`src/verilog/crcg_pkg.sv`:
```
// crcg_pkg: register map, field positions and reset values of the programmable crc generator.
// assumes a 32-bit axi4-lite register bus with one aligned word per register.
`default_nettype none

package crcg_pkg;

	// ----------------------------------------------------------------
	// register byte offsets
	// ----------------------------------------------------------------
	localparam logic [3:0] OFS_CTRL  = 4'h0;
	localparam logic [3:0] OFS_TAP   = 4'h4;
	localparam logic [3:0] OFS_DATA  = 4'h8;
	localparam logic [3:0] OFS_WDATA = 4'hC;

	// ----------------------------------------------------------------
	// crc_control fields
	// ----------------------------------------------------------------
	localparam int CTL_POLY_LENGTH_LSB  = 0;
	localparam int CTL_GO_BIT    = 4;
	localparam int CTL_EMPTY_BIT = 6;
	localparam int CTL_FULL_BIT  = 7;
	localparam int CTL_CNT_LSB   = 8;
	localparam int CTL_IDLE_BIT  = 13;

	// ----------------------------------------------------------------
	// reset values and limits
	// ----------------------------------------------------------------
	localparam logic [3:0]  RST_POLY_LENGTH     = 4'h0;
	localparam logic        RST_GO       = 1'b0;
	localparam logic        RST_IDLE     = 1'b0;
	localparam logic [15:0] RST_TAP      = 16'h0000;
	localparam logic [15:0] RST_CRC      = 16'h0000;
	localparam logic [3:0]  POLY_LENGTH_NARROW  = 4'h7;
	localparam logic [4:0]  DEPTH_WIDE   = 5'h08;
	localparam logic [4:0]  DEPTH_NARROW = 5'h10;

	// ----------------------------------------------------------------
	// axi responses
	// ----------------------------------------------------------------
	localparam logic [1:0] RESP_OKAY   = 2'h0;
	localparam logic [1:0] RESP_DECERR = 2'h3;

endpackage : crcg_pkg

`default_nettype wire

```
`src/verilog/crcg_fifo_mem.sv`:
```
// crcg_fifo_mem: storage of the crc data fifo, one write and one registered read port.
// assumes the caller keeps its own pointers; a read of the address being written returns the new word.
`default_nettype none

module crcg_fifo_mem #(
	parameter int W  = 16,
	parameter int D  = 16,
	parameter int AW = 4
) (
	input  wire logic          clk,
	input  wire logic          rstn,
	input  wire logic          wr_en,
	input  wire logic [AW-1:0] wr_addr,
	input  wire logic [W-1:0]  wr_data,
	input  wire logic [AW-1:0] rd_addr,
	output logic      [W-1:0]  rd_data
);

	if (D > (1 << AW)) begin : g_chk
		$error("crcg_fifo_mem: depth does not fit the address width");
	end

	logic [W-1:0] mem [D];
	logic [W-1:0] nxt_rd;
	logic [W-1:0] rd_ff;

	// write-first bypass so a word pushed into an empty fifo is shiftable next cycle
	always_comb begin
		nxt_rd = (wr_en && wr_addr == rd_addr) ? wr_data : mem[rd_addr];
	end

	always_ff @(posedge clk) begin
		if (wr_en) begin
			mem[wr_addr] <= wr_data;
		end
	end

	always_ff @(posedge clk or negedge rstn) begin
		if (!rstn) begin
			rd_ff <= '0;
		end else begin
			rd_ff <= nxt_rd;
		end
	end

	assign rd_data = rd_ff;

endmodule : crcg_fifo_mem

`default_nettype wire

```
`src/verilog/crcg_top.sv`:
```
// crcg_top: programmable crc generator with data fifo, serial shifter and axi4-lite registers.
// assumes sleep_req and idle_req come from power logic on clk; crc_event goes to an interrupt controller.
//
// The address map and the AXI4-Lite slave port were chosen for this implementation.
`default_nettype none

module crcg_top #(
	parameter int ADDR_W = 4
) (
	input  wire logic              clk,
	input  wire logic              rstn,
	input  wire logic [ADDR_W-1:0] s_axi_awaddr,
	input  wire logic              s_axi_awvalid,
	output logic                   s_axi_awready,
	input  wire logic [31:0]       s_axi_wdata,
	input  wire logic [3:0]        s_axi_wstrb,
	input  wire logic              s_axi_wvalid,
	output logic                   s_axi_wready,
	output logic [1:0]             s_axi_bresp,
	output logic                   s_axi_bvalid,
	input  wire logic              s_axi_bready,
	input  wire logic [ADDR_W-1:0] s_axi_araddr,
	input  wire logic              s_axi_arvalid,
	output logic                   s_axi_arready,
	output logic [31:0]            s_axi_rdata,
	output logic [1:0]             s_axi_rresp,
	output logic                   s_axi_rvalid,
	input  wire logic              s_axi_rready,
	input  wire logic              sleep_req,
	input  wire logic              idle_req,
	output logic                   crc_event
);

	if (ADDR_W < 4) begin : g_chk
		$error("crcg_top: address width too small for the register map");
	end

	// ----------------------------------------------------------------
	// register bus, write side
	// ----------------------------------------------------------------
	logic              aw_hold_ff, nxt_aw_hold;
	logic [ADDR_W-1:0] awaddr_ff, nxt_awaddr;
	logic              w_hold_ff, nxt_w_hold;
	logic [31:0]       wdata_ff, nxt_wdata;
	logic [3:0]        wstrb_ff, nxt_wstrb;
	logic              bvalid_ff, nxt_bvalid;
	logic [1:0]        bresp_ff, nxt_bresp;
	logic              do_wr;
	logic [ADDR_W-1:0] wr_addr;
	logic [31:0]       wr_data;
	logic [3:0]        wr_strb;
	logic              wr_ctrl, wr_tap, wr_crc, wr_wdat;

	assign s_axi_awready = !aw_hold_ff && !bvalid_ff;
	assign s_axi_wready  = !w_hold_ff && !bvalid_ff;
	assign s_axi_bvalid  = bvalid_ff;
	assign s_axi_bresp   = bresp_ff;

	always_comb begin
		do_wr   = (aw_hold_ff || s_axi_awvalid) && (w_hold_ff || s_axi_wvalid) && !bvalid_ff;
		wr_addr = aw_hold_ff ? awaddr_ff : s_axi_awaddr;
		wr_data = w_hold_ff ? wdata_ff : s_axi_wdata;
		wr_strb = w_hold_ff ? wstrb_ff : s_axi_wstrb;
		wr_ctrl = 1'b0;
		wr_tap  = 1'b0;
		wr_crc  = 1'b0;
		wr_wdat = 1'b0;
		if (wr_addr == ADDR_W'(crcg_pkg::OFS_CTRL)) begin
			wr_ctrl = do_wr;
		end else if (wr_addr == ADDR_W'(crcg_pkg::OFS_TAP)) begin
			wr_tap = do_wr;
		end else if (wr_addr == ADDR_W'(crcg_pkg::OFS_DATA)) begin
			wr_crc = do_wr;
		end else if (wr_addr == ADDR_W'(crcg_pkg::OFS_WDATA)) begin
			wr_wdat = do_wr;
		end
		nxt_aw_hold = aw_hold_ff;
		nxt_awaddr  = awaddr_ff;
		nxt_w_hold  = w_hold_ff;
		nxt_wdata   = wdata_ff;
		nxt_wstrb   = wstrb_ff;
		nxt_bvalid  = bvalid_ff && !s_axi_bready;
		nxt_bresp   = bresp_ff;
		if (do_wr) begin
			nxt_aw_hold = 1'b0;
			nxt_w_hold  = 1'b0;
			nxt_bvalid  = 1'b1;
			nxt_bresp   = (wr_ctrl || wr_tap || wr_crc || wr_wdat) ? crcg_pkg::RESP_OKAY : crcg_pkg::RESP_DECERR;
		end else begin
			if (s_axi_awvalid && s_axi_awready) begin
				nxt_aw_hold = 1'b1;
				nxt_awaddr  = s_axi_awaddr;
			end
			if (s_axi_wvalid && s_axi_wready) begin
				nxt_w_hold = 1'b1;
				nxt_wdata  = s_axi_wdata;
				nxt_wstrb  = s_axi_wstrb;
			end
		end
	end

	always_ff @(posedge clk or negedge rstn) begin
		if (!rstn) begin
			aw_hold_ff <= 1'b0;
			awaddr_ff  <= '0;
			w_hold_ff  <= 1'b0;
			wdata_ff   <= 32'h0000_0000;
			wstrb_ff   <= 4'h0;
			bvalid_ff  <= 1'b0;
			bresp_ff   <= crcg_pkg::RESP_OKAY;
		end else begin
			aw_hold_ff <= nxt_aw_hold;
			awaddr_ff  <= nxt_awaddr;
			w_hold_ff  <= nxt_w_hold;
			wdata_ff   <= nxt_wdata;
			wstrb_ff   <= nxt_wstrb;
			bvalid_ff  <= nxt_bvalid;
			bresp_ff   <= nxt_bresp;
		end
	end

	// ----------------------------------------------------------------
	// configuration, fifo bookkeeping and crc engine
	// ----------------------------------------------------------------
	logic [3:0]  poly_length_ff, nxt_poly_length;
	logic        go_ff, nxt_go;
	logic        idle_stop_ff, nxt_idle_stop;
	logic [15:0] tap_ff, nxt_tap;
	logic [15:0] crc_ff, nxt_crc;
	logic [4:0]  count_ff, nxt_count;
	logic [3:0]  wr_ptr_ff, nxt_wr_ptr;
	logic [3:0]  rd_ptr_ff, nxt_rd_ptr;
	logic [3:0]  pos_ff, nxt_pos;
	logic [7:0]  low_hold_ff, nxt_low_hold;
	logic        event_ff, nxt_event;
	logic [4:0]  depth;
	logic        fifo_full_flag, fifo_empty_flag;
	logic        frozen, shift_en, push_req, push, wrap, pop;
	logic [15:0] push_data, head_data, crc_shift, tap_full;
	logic        din, fb;

	// the deeper fifo serves byte-wide elements, the shallow one wider elements
	assign depth           = (poly_length_ff > crcg_pkg::POLY_LENGTH_NARROW) ? crcg_pkg::DEPTH_WIDE : crcg_pkg::DEPTH_NARROW;
	assign fifo_full_flag  = (count_ff == depth);
	assign fifo_empty_flag = (count_ff == 5'h00);
	// sleep, or idle with idle-stop set, holds every config, fifo and crc register; the bus handshake registers still run
	assign frozen   = sleep_req || (idle_req && idle_stop_ff);
	assign shift_en = go_ff && !fifo_empty_flag && !frozen;
	assign pop      = shift_en && (pos_ff == poly_length_ff);
	assign din      = head_data[poly_length_ff - pos_ff];
	assign fb       = crc_ff[poly_length_ff] ^ din;
	assign tap_full = {tap_ff[15:1], 1'b1};

	genvar g;
	for (g = 0; g < 16; g++) begin : g_crc
		if (g == 0) begin : g_lo
			assign crc_shift[g] = fb & tap_full[g];
		end else begin : g_hi
			// bits above the programmed length stay zero, so x^(poly_length+1) is the implied top term
			assign crc_shift[g] = (g <= poly_length_ff) ? (crc_ff[g-1] ^ (fb & tap_full[g])) : 1'b0;
		end
	end

	// a wide element is pushed by the write that carries its upper byte
	always_comb begin
		push_req  = 1'b0;
		push_data = 16'h0000;
		nxt_low_hold = low_hold_ff;
		if (wr_wdat && !frozen) begin
			if (poly_length_ff <= crcg_pkg::POLY_LENGTH_NARROW) begin
				push_req  = wr_strb[0];
				push_data = {8'h00, wr_data[7:0]};
			end else if (wr_strb[1]) begin
				push_req  = 1'b1;
				push_data = {wr_data[15:8], wr_strb[0] ? wr_data[7:0] : low_hold_ff};
			end else if (wr_strb[0]) begin
				nxt_low_hold = wr_data[7:0];
			end
		end
		wrap = push_req && fifo_full_flag;
		push = push_req && !fifo_full_flag;
	end

	always_comb begin
		nxt_poly_length      = poly_length_ff;
		nxt_go        = go_ff;
		nxt_idle_stop = idle_stop_ff;
		nxt_tap       = tap_ff;
		if (wr_ctrl && !frozen) begin
			if (wr_strb[0]) begin
				nxt_poly_length = wr_data[crcg_pkg::CTL_POLY_LENGTH_LSB +: 4];
				nxt_go   = wr_data[crcg_pkg::CTL_GO_BIT];
			end
			if (wr_strb[1]) begin
				nxt_idle_stop = wr_data[crcg_pkg::CTL_IDLE_BIT];
			end
		end
		if (wr_tap && !frozen) begin
			if (wr_strb[0]) nxt_tap[7:1] = wr_data[7:1];
			if (wr_strb[1]) nxt_tap[15:8] = wr_data[15:8];
		end
		nxt_crc = shift_en ? crc_shift : crc_ff;
		if (wr_crc && !frozen) begin
			if (wr_strb[0]) nxt_crc[7:0] = wr_data[7:0];
			if (wr_strb[1]) nxt_crc[15:8] = wr_data[15:8];
		end
		nxt_wr_ptr = wr_ptr_ff;
		nxt_rd_ptr = rd_ptr_ff;
		nxt_count  = count_ff;
		nxt_pos    = shift_en ? (pop ? 4'h0 : pos_ff + 4'h1) : pos_ff;
		if (wrap) begin
			nxt_wr_ptr = 4'h0;
			nxt_rd_ptr = 4'h0;
			nxt_count  = 5'h00;
			nxt_pos    = 4'h0;
		end else begin
			if (push) begin
				nxt_wr_ptr = (depth == crcg_pkg::DEPTH_WIDE) ? {1'b0, wr_ptr_ff[2:0] + 3'h1} : wr_ptr_ff + 4'h1;
			end
			if (pop) begin
				nxt_rd_ptr = (depth == crcg_pkg::DEPTH_WIDE) ? {1'b0, rd_ptr_ff[2:0] + 3'h1} : rd_ptr_ff + 4'h1;
			end
			nxt_count = count_ff + (push ? 5'h01 : 5'h00) - (pop ? 5'h01 : 5'h00);
		end
		// a wrap lands on zero from full, never from one, so it raises no event
		nxt_event = (count_ff == 5'h01) && (nxt_count == 5'h00) && !wrap;
	end

	always_ff @(posedge clk or negedge rstn) begin
		if (!rstn) begin
			poly_length_ff      <= crcg_pkg::RST_POLY_LENGTH;
			go_ff        <= crcg_pkg::RST_GO;
			idle_stop_ff <= crcg_pkg::RST_IDLE;
			tap_ff       <= crcg_pkg::RST_TAP;
			crc_ff       <= crcg_pkg::RST_CRC;
			count_ff     <= 5'h00;
			wr_ptr_ff    <= 4'h0;
			rd_ptr_ff    <= 4'h0;
			pos_ff       <= 4'h0;
			low_hold_ff  <= 8'h00;
			event_ff     <= 1'b0;
		end else begin
			poly_length_ff      <= nxt_poly_length;
			go_ff        <= nxt_go;
			idle_stop_ff <= nxt_idle_stop;
			tap_ff       <= nxt_tap;
			crc_ff       <= nxt_crc;
			count_ff     <= nxt_count;
			wr_ptr_ff    <= nxt_wr_ptr;
			rd_ptr_ff    <= nxt_rd_ptr;
			pos_ff       <= nxt_pos;
			low_hold_ff  <= nxt_low_hold;
			event_ff     <= nxt_event;
		end
	end

	assign crc_event = event_ff;

	crcg_fifo_mem #(
		.W  (16),
		.D  (16),
		.AW (4)
	) u_mem (
		.clk     (clk),
		.rstn    (rstn),
		.wr_en   (push),
		.wr_addr (wr_ptr_ff),
		.wr_data (push_data),
		.rd_addr (nxt_rd_ptr),
		.rd_data (head_data)
	);

	// ----------------------------------------------------------------
	// register bus, read side
	// ----------------------------------------------------------------
	logic        rvalid_ff, nxt_rvalid;
	logic [31:0] rdata_ff, nxt_rdata;
	logic [1:0]  rresp_ff, nxt_rresp;
	logic [15:0] ctrl_view;

	assign s_axi_arready = !rvalid_ff;
	assign s_axi_rvalid  = rvalid_ff;
	assign s_axi_rdata   = rdata_ff;
	assign s_axi_rresp   = rresp_ff;
	assign ctrl_view = {2'b00, idle_stop_ff, count_ff, fifo_full_flag, fifo_empty_flag, 1'b0, go_ff, poly_length_ff};

	always_comb begin
		nxt_rvalid = rvalid_ff && !s_axi_rready;
		nxt_rdata  = rdata_ff;
		nxt_rresp  = rresp_ff;
		if (s_axi_arvalid && s_axi_arready) begin
			nxt_rvalid = 1'b1;
			nxt_rresp  = crcg_pkg::RESP_OKAY;
			if (s_axi_araddr == ADDR_W'(crcg_pkg::OFS_CTRL)) begin
				nxt_rdata = {16'h0000, ctrl_view};
			end else if (s_axi_araddr == ADDR_W'(crcg_pkg::OFS_TAP)) begin
				nxt_rdata = {16'h0000, tap_ff[15:1], 1'b0};
			end else if (s_axi_araddr == ADDR_W'(crcg_pkg::OFS_DATA) ||
			             s_axi_araddr == ADDR_W'(crcg_pkg::OFS_WDATA)) begin
				nxt_rdata = {16'h0000, crc_ff};
			end else begin
				nxt_rdata = 32'h0000_0000;
				nxt_rresp = crcg_pkg::RESP_DECERR;
			end
		end
	end

	always_ff @(posedge clk or negedge rstn) begin
		if (!rstn) begin
			rvalid_ff <= 1'b0;
			rdata_ff  <= 32'h0000_0000;
			rresp_ff  <= crcg_pkg::RESP_OKAY;
		end else begin
			rvalid_ff <= nxt_rvalid;
			rdata_ff  <= nxt_rdata;
			rresp_ff  <= nxt_rresp;
		end
	end
endmodule : crcg_top

`default_nettype wire

```
`config.mk`:
```
export PLATFORM = sky130hd
export DESIGN_NAME = crcg_top
export DESIGN_NICKNAME = d
export VERILOG_FILES = /design/src/verilog/crcg_pkg.sv /design/src/verilog/crcg_fifo_mem.sv /design/src/verilog/crcg_top.sv
export SDC_FILE = /design/constraint.sdc
export NUM_CORES = 1
export LEC_CHECK = 0
export BUFFER_PORTS_ARGS = -buffer_cell sky130_fd_sc_hd__buf_2
export CORE_MARGIN = 3
export CORE_UTILIZATION = 45
export CTS_BUF_LIST = sky130_fd_sc_hd__clkbuf_8
export DETAILED_ROUTE_END_ITERATION = 7
export PLACE_DENSITY = 0.7
export SKIP_LAST_GASP = 1
export SLEW_MARGIN = 20
export SYNTH_ARGS = -nofsm -noshare
export SYNTH_HDL_FRONTEND = slang
export SYNTH_SLANG_ARGS = --single-unit
```
`constraint.sdc`:
```
create_clock -name clk -period 3.6 [get_ports clk]
set_input_delay 0.36 -clock clk [delete_from_list [all_inputs] [get_ports clk]]
set_output_delay 0.36 -clock clk [all_outputs]
set_load 0.01 [all_outputs]
```
* After elaboration in Yosys (flattened, before gate mapping) *
Memory sizes are Yosys's and may differ from the RTL's. A register that Yosys moved wholly into a read port is not among the register bits.
Cells that the tools add are included.

word-level totals
  bits of input ports = 53
  logic and storage cells = 219
  output and inout bits = 42
  register bits after elaboration = 125
  memories kept = 1
  RAM bits = 256

memories
  memory     depth  bits a word  read ports  clocked after memory_dff  write ports  line                 text
  u_mem.mem  16     16           1           1                         1            crcg_fifo_mem.sv:23  logic [W-1:0] mem [D];

operators by class
  $lt $le $gt $ge = 19
  add/sub/neg operators = 8
  eq/ne operators = 10
  mux-type cells = 71
  bitwise logic cells = 34
  reduce and logical (&&, ||, !) cells = 54

operator list
  kind                                                                   count
  16-bit two-way mux                                                     9
  1-bit two-way mux                                                      40
  4-bit two-way mux                                                      10
  4-bit <= comparator, first input constant                              8
  8-bit two-way mux                                                      3
  1-bit logical AND                                                      21
  4-bit equality test, second input constant                             4
  3-bit by 4-bit <= comparator with 1-bit output, first input constant   4
  1-bit bitwise XOR                                                      16
  1-bit bitwise AND                                                      15
  4-bit by 1-bit adder with 4-bit output, second input constant          3
  2-bit AND reduction                                                    6
  1-bit logical NOT                                                      11
  5-bit logical NOT                                                      2
  4-bit by 5-bit < comparator with 1-bit output, second input constant   2
  2-bit two-way mux                                                      5
  5-bit two-way mux                                                      2
  1-bit binary-select mux with 4-bit select                              2
  4-bit by 3-bit equality test with 1-bit output, second input constant  2
  2-bit by 4-bit <= comparator with 1-bit output, first input constant   2
  4-bit logical NOT                                                      2
  2-bit nonzero test                                                     4
  1-bit logical OR                                                       7
  3-bit by 1-bit adder with 3-bit output, second input constant          2
  other kinds (12)                                                       14

* Depth between registers and ports, before layout *
  word-level depth = 17
  depth in mapped cells = 18

* By module *
Synthesis repeated with hierarchy kept, for this count alone.

second synthesis, totals
  cells, all modules = 1103
  area total of the unflattened synthesis = 16681.0 µm²

modules (own cells, without submodules)
  module         area each (µm²)  seq. area each (µm²)  times used  cells an instance
  crcg_fifo_mem  10506.3          8087.8                1           452
  crcg_top       6174.7           2677.6                1           651

* Worst setup path before layout *
No wires, ideal clock.

  path type = reg-to-reg
  start = reg poly_length_ff[1]
  end = reg crc_ff[4]
  path buffers = 3
  setup time = 137 ps
  data arrival time = 3352 ps
  clock period less this slack = 3488 ps
  path slack = 112 ps
  stages on the path, launching flop included = 12
  required time = 3463 ps
  path through = dfrtp_1 clkbuf_1 clkbuf_1 inv_1 fa_1 mux4_2 mux4_2 xor2_1 clkbuf_1 a21oi_1 a211oi_1 a21oi_1

between the ends
  cells in the longest elaborated chain, start to end = 10
  elaborated cells between the ends (all ways) = 13
  classes of those cells = 1 x add/sub; 1 x order compare; 8 x mux; 3 x bitwise

ends and longest elaborated chain
  what                                       line             text
  from (decl)                                crcg_top.sv:125  logic [3:0] poly_length_ff, nxt_poly_length;
  from (signal assigned)                     crcg_top.sv:231  poly_length_ff <= crcg_pkg::RST_POLY_LENGTH;
  from (signal assigned)                     crcg_top.sv:243  poly_length_ff <= nxt_poly_length;
  4-bit subtractor                           crcg_top.sv:150  assign din = head_data[poly_length_ff - pos_ff];
  1-bit binary-select mux with 4-bit select  crcg_top.sv:150
  1-bit two-way mux (implied by the code)    crcg_top.sv:150
  1-bit bitwise XOR                          crcg_top.sv:151  assign fb = crc_ff[poly_length_ff] ^ din;
  1-bit bitwise AND                          crcg_top.sv:160  assign crc_shift[g] = (g <= poly_length_ff) ? (crc_ff[g-1] ^ (fb & tap_full[g])) : 1'b0;
  1-bit bitwise XOR                          crcg_top.sv:160
  1-bit two-way mux (*)                      crcg_top.sv:160
  16-bit two-way mux (*)                     crcg_top.sv:202  nxt_crc = shift_en ? crc_shift : crc_ff;
  8-bit two-way mux                          crcg_top.sv:204  if (wr_strb[0]) nxt_crc[7:0] = wr_data[7:0];
  16-bit two-way mux (*)                     crcg_top.sv:203  if (wr_crc && !frozen) begin
  net nxt_crc[4]                             crcg_top.sv:129  logic [15:0] crc_ff, nxt_crc;
  to (signal assigned)                       crcg_top.sv:235  crc_ff <= crcg_pkg::RST_CRC;
  to (signal assigned)                       crcg_top.sv:247  crc_ff <= nxt_crc;
  to (decl)                                  crcg_top.sv:129

Mark *: on every way through the listed nets, which the timed path passes. The rest lies on a longest branch. The select of a mux whose other input is x is not followed.
A chain may end at the register's enable or synchronous reset.

* Worst setup path after layout *
  start = reg count_ff[3]
  end = reg u_mem.rd_ff[10], in the netlist u_mem.rd_data[10] (read register of u_mem.mem)

between the ends
  cells in the longest elaborated chain, start to end = 7
  elaborated cells between the ends (all ways) = 9
  classes of those cells = 1 x eq/ne; 2 x mux; 6 x reduce/logical

ends and longest elaborated chain
  what                             line                 text
  from (decl)                      crcg_top.sv:130      logic [4:0] count_ff, nxt_count;
  from (signal assigned)           crcg_top.sv:248      count_ff <= nxt_count;
  5-bit logical NOT                crcg_top.sv:145      assign fifo_empty_flag = (count_ff == 5'h00);
  1-bit logical NOT                crcg_top.sv:148      assign shift_en = go_ff && !fifo_empty_flag && !frozen;
  1-bit logical AND (2 in series)  crcg_top.sv:148
  1-bit logical AND                crcg_top.sv:149      assign pop = shift_en && (pos_ff == poly_length_ff);
  4-bit two-way mux                crcg_top.sv:220      if (pop) begin
  4-bit two-way mux (*)            crcg_top.sv:211      if (wrap) begin
  to (decl)                        crcg_fifo_mem.sv:25  logic [W-1:0] rd_ff;

Every way passes the cells marked *; elsewhere a longest branch is shown, timed or not.

==> parameters.txt <==
Parameter                              Value

Worst setup path
  FF-to-FF path depth    11
  Crit path to    u_mem.rd_data[10]
  Arrival time of the worst setup path    3.90 ns
  Cell with the biggest individual delay on the critical path    sky130_fd_sc_hd__or4b_4
  Reg-to-reg setup timing slack    0.17 ns
  Largest incremental delay on the critical path    0.51 ns
  Crit Path Class    reg2reg
  Worst setup startpoint    count_ff[3]
  Critical path capture point type    flip-flop
  Critical Path Start Type    flip-flop
  Largest fanout of any net on the critical path    9
  Source of the worst register-to-register timing path    count_ff[3]
  Reg2Reg Capture Point    u_mem.rd_data[10]
  Data required time of the critical path    4.07 ns
  Ordered cell list for the critical path    inv_1 > ha_1 > or4b_4 > nand3_2 > nor2_1 > o31ai_1 > and3_1 > nand2_1 > and2_1 > o21ai_1 > o221ai_1

Yosys
  Number of synthesized flops with an enable pin    256
  Fraction of registers with async set/reset    32.45%
  Warning count from the yosys run    0
  Top cells by area, synth    sky130_fd_sc_hd__edfxtp_1, sky130_fd_sc_hd__dfrtp_1, sky130_fd_sc_hd__mux2_2
  Most used DFF post-synth    sky130_fd_sc_hd__edfxtp_1
  Post-synthesis average cell area    12.65 um^2
  Synthesized area    17070 um^2
  Post-synthesis cell count    1350
  Cell type with the largest total area after synthesis    sky130_fd_sc_hd__edfxtp_1
  Part of the Yosys area used for sequential elements    63.06%
  Library cells used by synthesis    80
  Commonest cells in the netlist    sky130_fd_sc_hd__edfxtp_1, sky130_fd_sc_hd__nand2_1, sky130_fd_sc_hd__dfrtp_1
  Area share of the leading cell type in the synthesized netlist    45.03%
  Register bit total from synthesis    379
  Top-count cell post-synth    sky130_fd_sc_hd__edfxtp_1

STA
  Post-route fraction of the period consumed by the critical path    95.31%
  Fmax achieved    0.2915 GHz
  Final count of pins violating max slew    0
  Count of endpoints failing hold in the final timing report    0
  Summed negative setup slack over all endpoints    0 ns
  Headroom to the max-slew limit    31.48%
  Final number of setup-violating endpoints    0
  Post-Route Hold Slack    0.06296 ns
  Unrepaired setup endpoints after global routing    false
  Actual slew at the worst max-slew pin    1.024 ns
  Clock skew    0.03901 ns
  Min cycle time layout    3.431 ns

GRT
  GR Util All Layers    20.11%
  Total congestion overflow after global routing    0
  Wire length of the first global-routing pass    64370 um
  Vias in the first global route    11404
  Initial antenna violation count    0
  Pin count of the biggest net entering global routing    64

Routing
  Vias per std cell    5.663
  Number of violations reported at the end of detailed-routing iteration 0    901
  Vias after detailed routing    11581
  Length of the first detailed-routing pass in iterations    5
  Post-DRT Antenna Nets    0
  Post-route DRC    0
  Average wire per cell in the routed design    20.30 um
  Detailed-route wire length    41520 um

Clocking
  Sink Count    379
  Buffer cell driving the clock tree root    sky130_fd_sc_hd__clkbuf_8
  H-tree levels    2
  CTS tree    yes
  Buffers from clock root to sink, at most    3
  TritonCTS buffer count    61
  Clock transition time at the flip-flop clock pins of the worst setup and hold paths    0.06 ns
  Clk_lat worst skew    0.66 ns
  Buffers inserted during post-CTS setup optimization    0

Floorplanning
  Die outline width    200.8 um
  Num ports    95
  Vertical extent of the die    200.8 um
  Area enclosed by the die boundary    40310 um^2
  Starting Density    46.19%
  Number of cell rows    70
  Core area    36960 um^2

Power and ir drop
  Cell leakage power    0.007970 uW
  Peak VDD IR    0.0004050 V
  Power per unit of standard cell area    629.3 nW/um^2

Final layout
  Number of antenna cells inserted    0
  Area overhead of the layout relative to synthesis    14.92%
  Ratio of cells with drive above 1 in the final layout    21.54%
  Fillers    3130
  Total number of nets in the final design    1560

Run status
  Run status    complete, no violations

Min path
  Worst min-delay path class    in2reg

Placed design
  Placed wire-length estimate after detailed placement    26690 um
  IO Port Bufs    60
  RD Place Congestion    0.8766

Job
  MaxCap Viol Count    0
[metal layers]
| layer | routed length (um) | track usage, % | vias to the layer above |
|---|---|---|---|
| li1 | - | - | 5330 |
| met1 | 17840 | 27.47 | 5776 |
| met2 | 20120 | 33.06 | 421 |
| met3 | 2904 | 4.054 | 54 |
| met4 | 655 | 5.496 | 0 |
| met5 | 0 | 0 | - |
[layout by cell type (no fill, tap or decap), types with 15 or more instances in the layout]
master	instances
sky130_fd_sc_hd__nand3_1	26
sky130_fd_sc_hd__a22oi_1	16
sky130_fd_sc_hd__a211oi_1	21
sky130_fd_sc_hd__nor2_1	73
sky130_fd_sc_hd__nand2_1	172
sky130_fd_sc_hd__o21ai_0	69
sky130_fd_sc_hd__mux2i_1	29
sky130_fd_sc_hd__nor3_1	27
sky130_fd_sc_hd__ha_1	15
sky130_fd_sc_hd__clkbuf_8	74
sky130_fd_sc_hd__inv_1	51
sky130_fd_sc_hd__mux2_2	64
sky130_fd_sc_hd__o21ai_1	18
sky130_fd_sc_hd__dfrtp_1	123
sky130_fd_sc_hd__conb_1	16
sky130_fd_sc_hd__buf_2	59
sky130_fd_sc_hd__a31oi_1	20
sky130_fd_sc_hd__o221ai_1	32
sky130_fd_sc_hd__buf_4	66
sky130_fd_sc_hd__and3_1	29
sky130_fd_sc_hd__edfxtp_1	256
sky130_fd_sc_hd__a21oi_1	53
sky130_fd_sc_hd__dlygate4sd3_1	27
sky130_fd_sc_hd__o22ai_1	19
[power by group]
part / total, uW / internal [uW] / switching [uW]
registers: 5570 / 5100 / 476
clock network: 3570 / 1860 / 1700
logic: 3210 / 1380 / 1830
[per-stage QoR]
step	utilization (%)	cells	power (uW)	cell area, um^2	setup WS (ns)
after CTS	53.00	2045	12420	19590	0.2224
after floorplan	-	1365	7789	17130	0.1117
after detailed placement	49.02	1904	8801	18120	0.2384
after global routing	53.08	2045	12990	19620	0.03180
after global placement	49.02	1904	8712	18120	0.2836
final	53.08	2045	12350	19620	0.1689
[worst min-delay path by stage]
stage	start	end	slack (ns)	cells past startpoint
global placement	s_axi_rdata[7]	s_axi_rdata[7]	0.46	2
CTS	s_axi_awaddr[2]	awaddr_ff[2]	0.007	3
global route	s_axi_awaddr[2]	awaddr_ff[2]	0.03	3
finish	s_axi_awaddr[2]	awaddr_ff[2]	0.06	3
detailed placement	s_axi_rdata[6]	s_axi_rdata[6]	0.47	1
floorplan	rstn	aw_hold_ff	0.06	0
[timing repair]
action,CTS,global route
hold endpoints to repair,87,0
setup endpoints to repair,0,2
gates resized for setup,0,3
hold buffers,27,0
[worst max-delay path, delay by kind of cell (launching register included)]
kind                       cells  cell delay (ns)
DFF                            1             0.41
and+or+nand+nor                6             1.67
AOI/OAI and AO/OA              3             0.88
adders and majority gates      1             0.17
buffers and inverters          1             0.12
[cell type report]
class / instances / area [um^2] / area share, %
inverters: 29 / 108.9 / 0.5548
flip-flops and latches: 379 / 10770 / 54.87
repair buffers: 157 / 1161 / 5.918
multi-input cells: 862 / 5752 / 29.32
clock buffers: 74 / 1018 / 5.191
clock inverters: 40 / 183.9 / 0.9374
well taps: 504 / 630.6 / 3.214
[registers in the layout (all words and copies together), names as in the netlist, 2 cells and up]
register and count:
poly_length_ff 4, low_hold_ff 8, wstrb_ff 2, u_mem.rd_data 16
count_ff 5, wdata_ff 16, crc_ff 16, wr_ptr_ff 4
awaddr_ff 4, rd_ptr_ff 4, tap_ff 15, pos_ff 4
u_mem.mem 256, s_axi_rdata 16
[logic make-up after synthesis]
family	count (synthesis)	share of synthesized area, %
and+or+nand+nor	396	11.02
adders and majority gates	17	1.334
xor gates and xnor gates	19	1.143
AOI/OAI and AO/OA	310	12.12
DFF	379	63.06
other	1	0.02196
muxes	104	7.373
buffers and inverters	124	3.928
No activity file was read; power rests on OpenSTA's default activity.
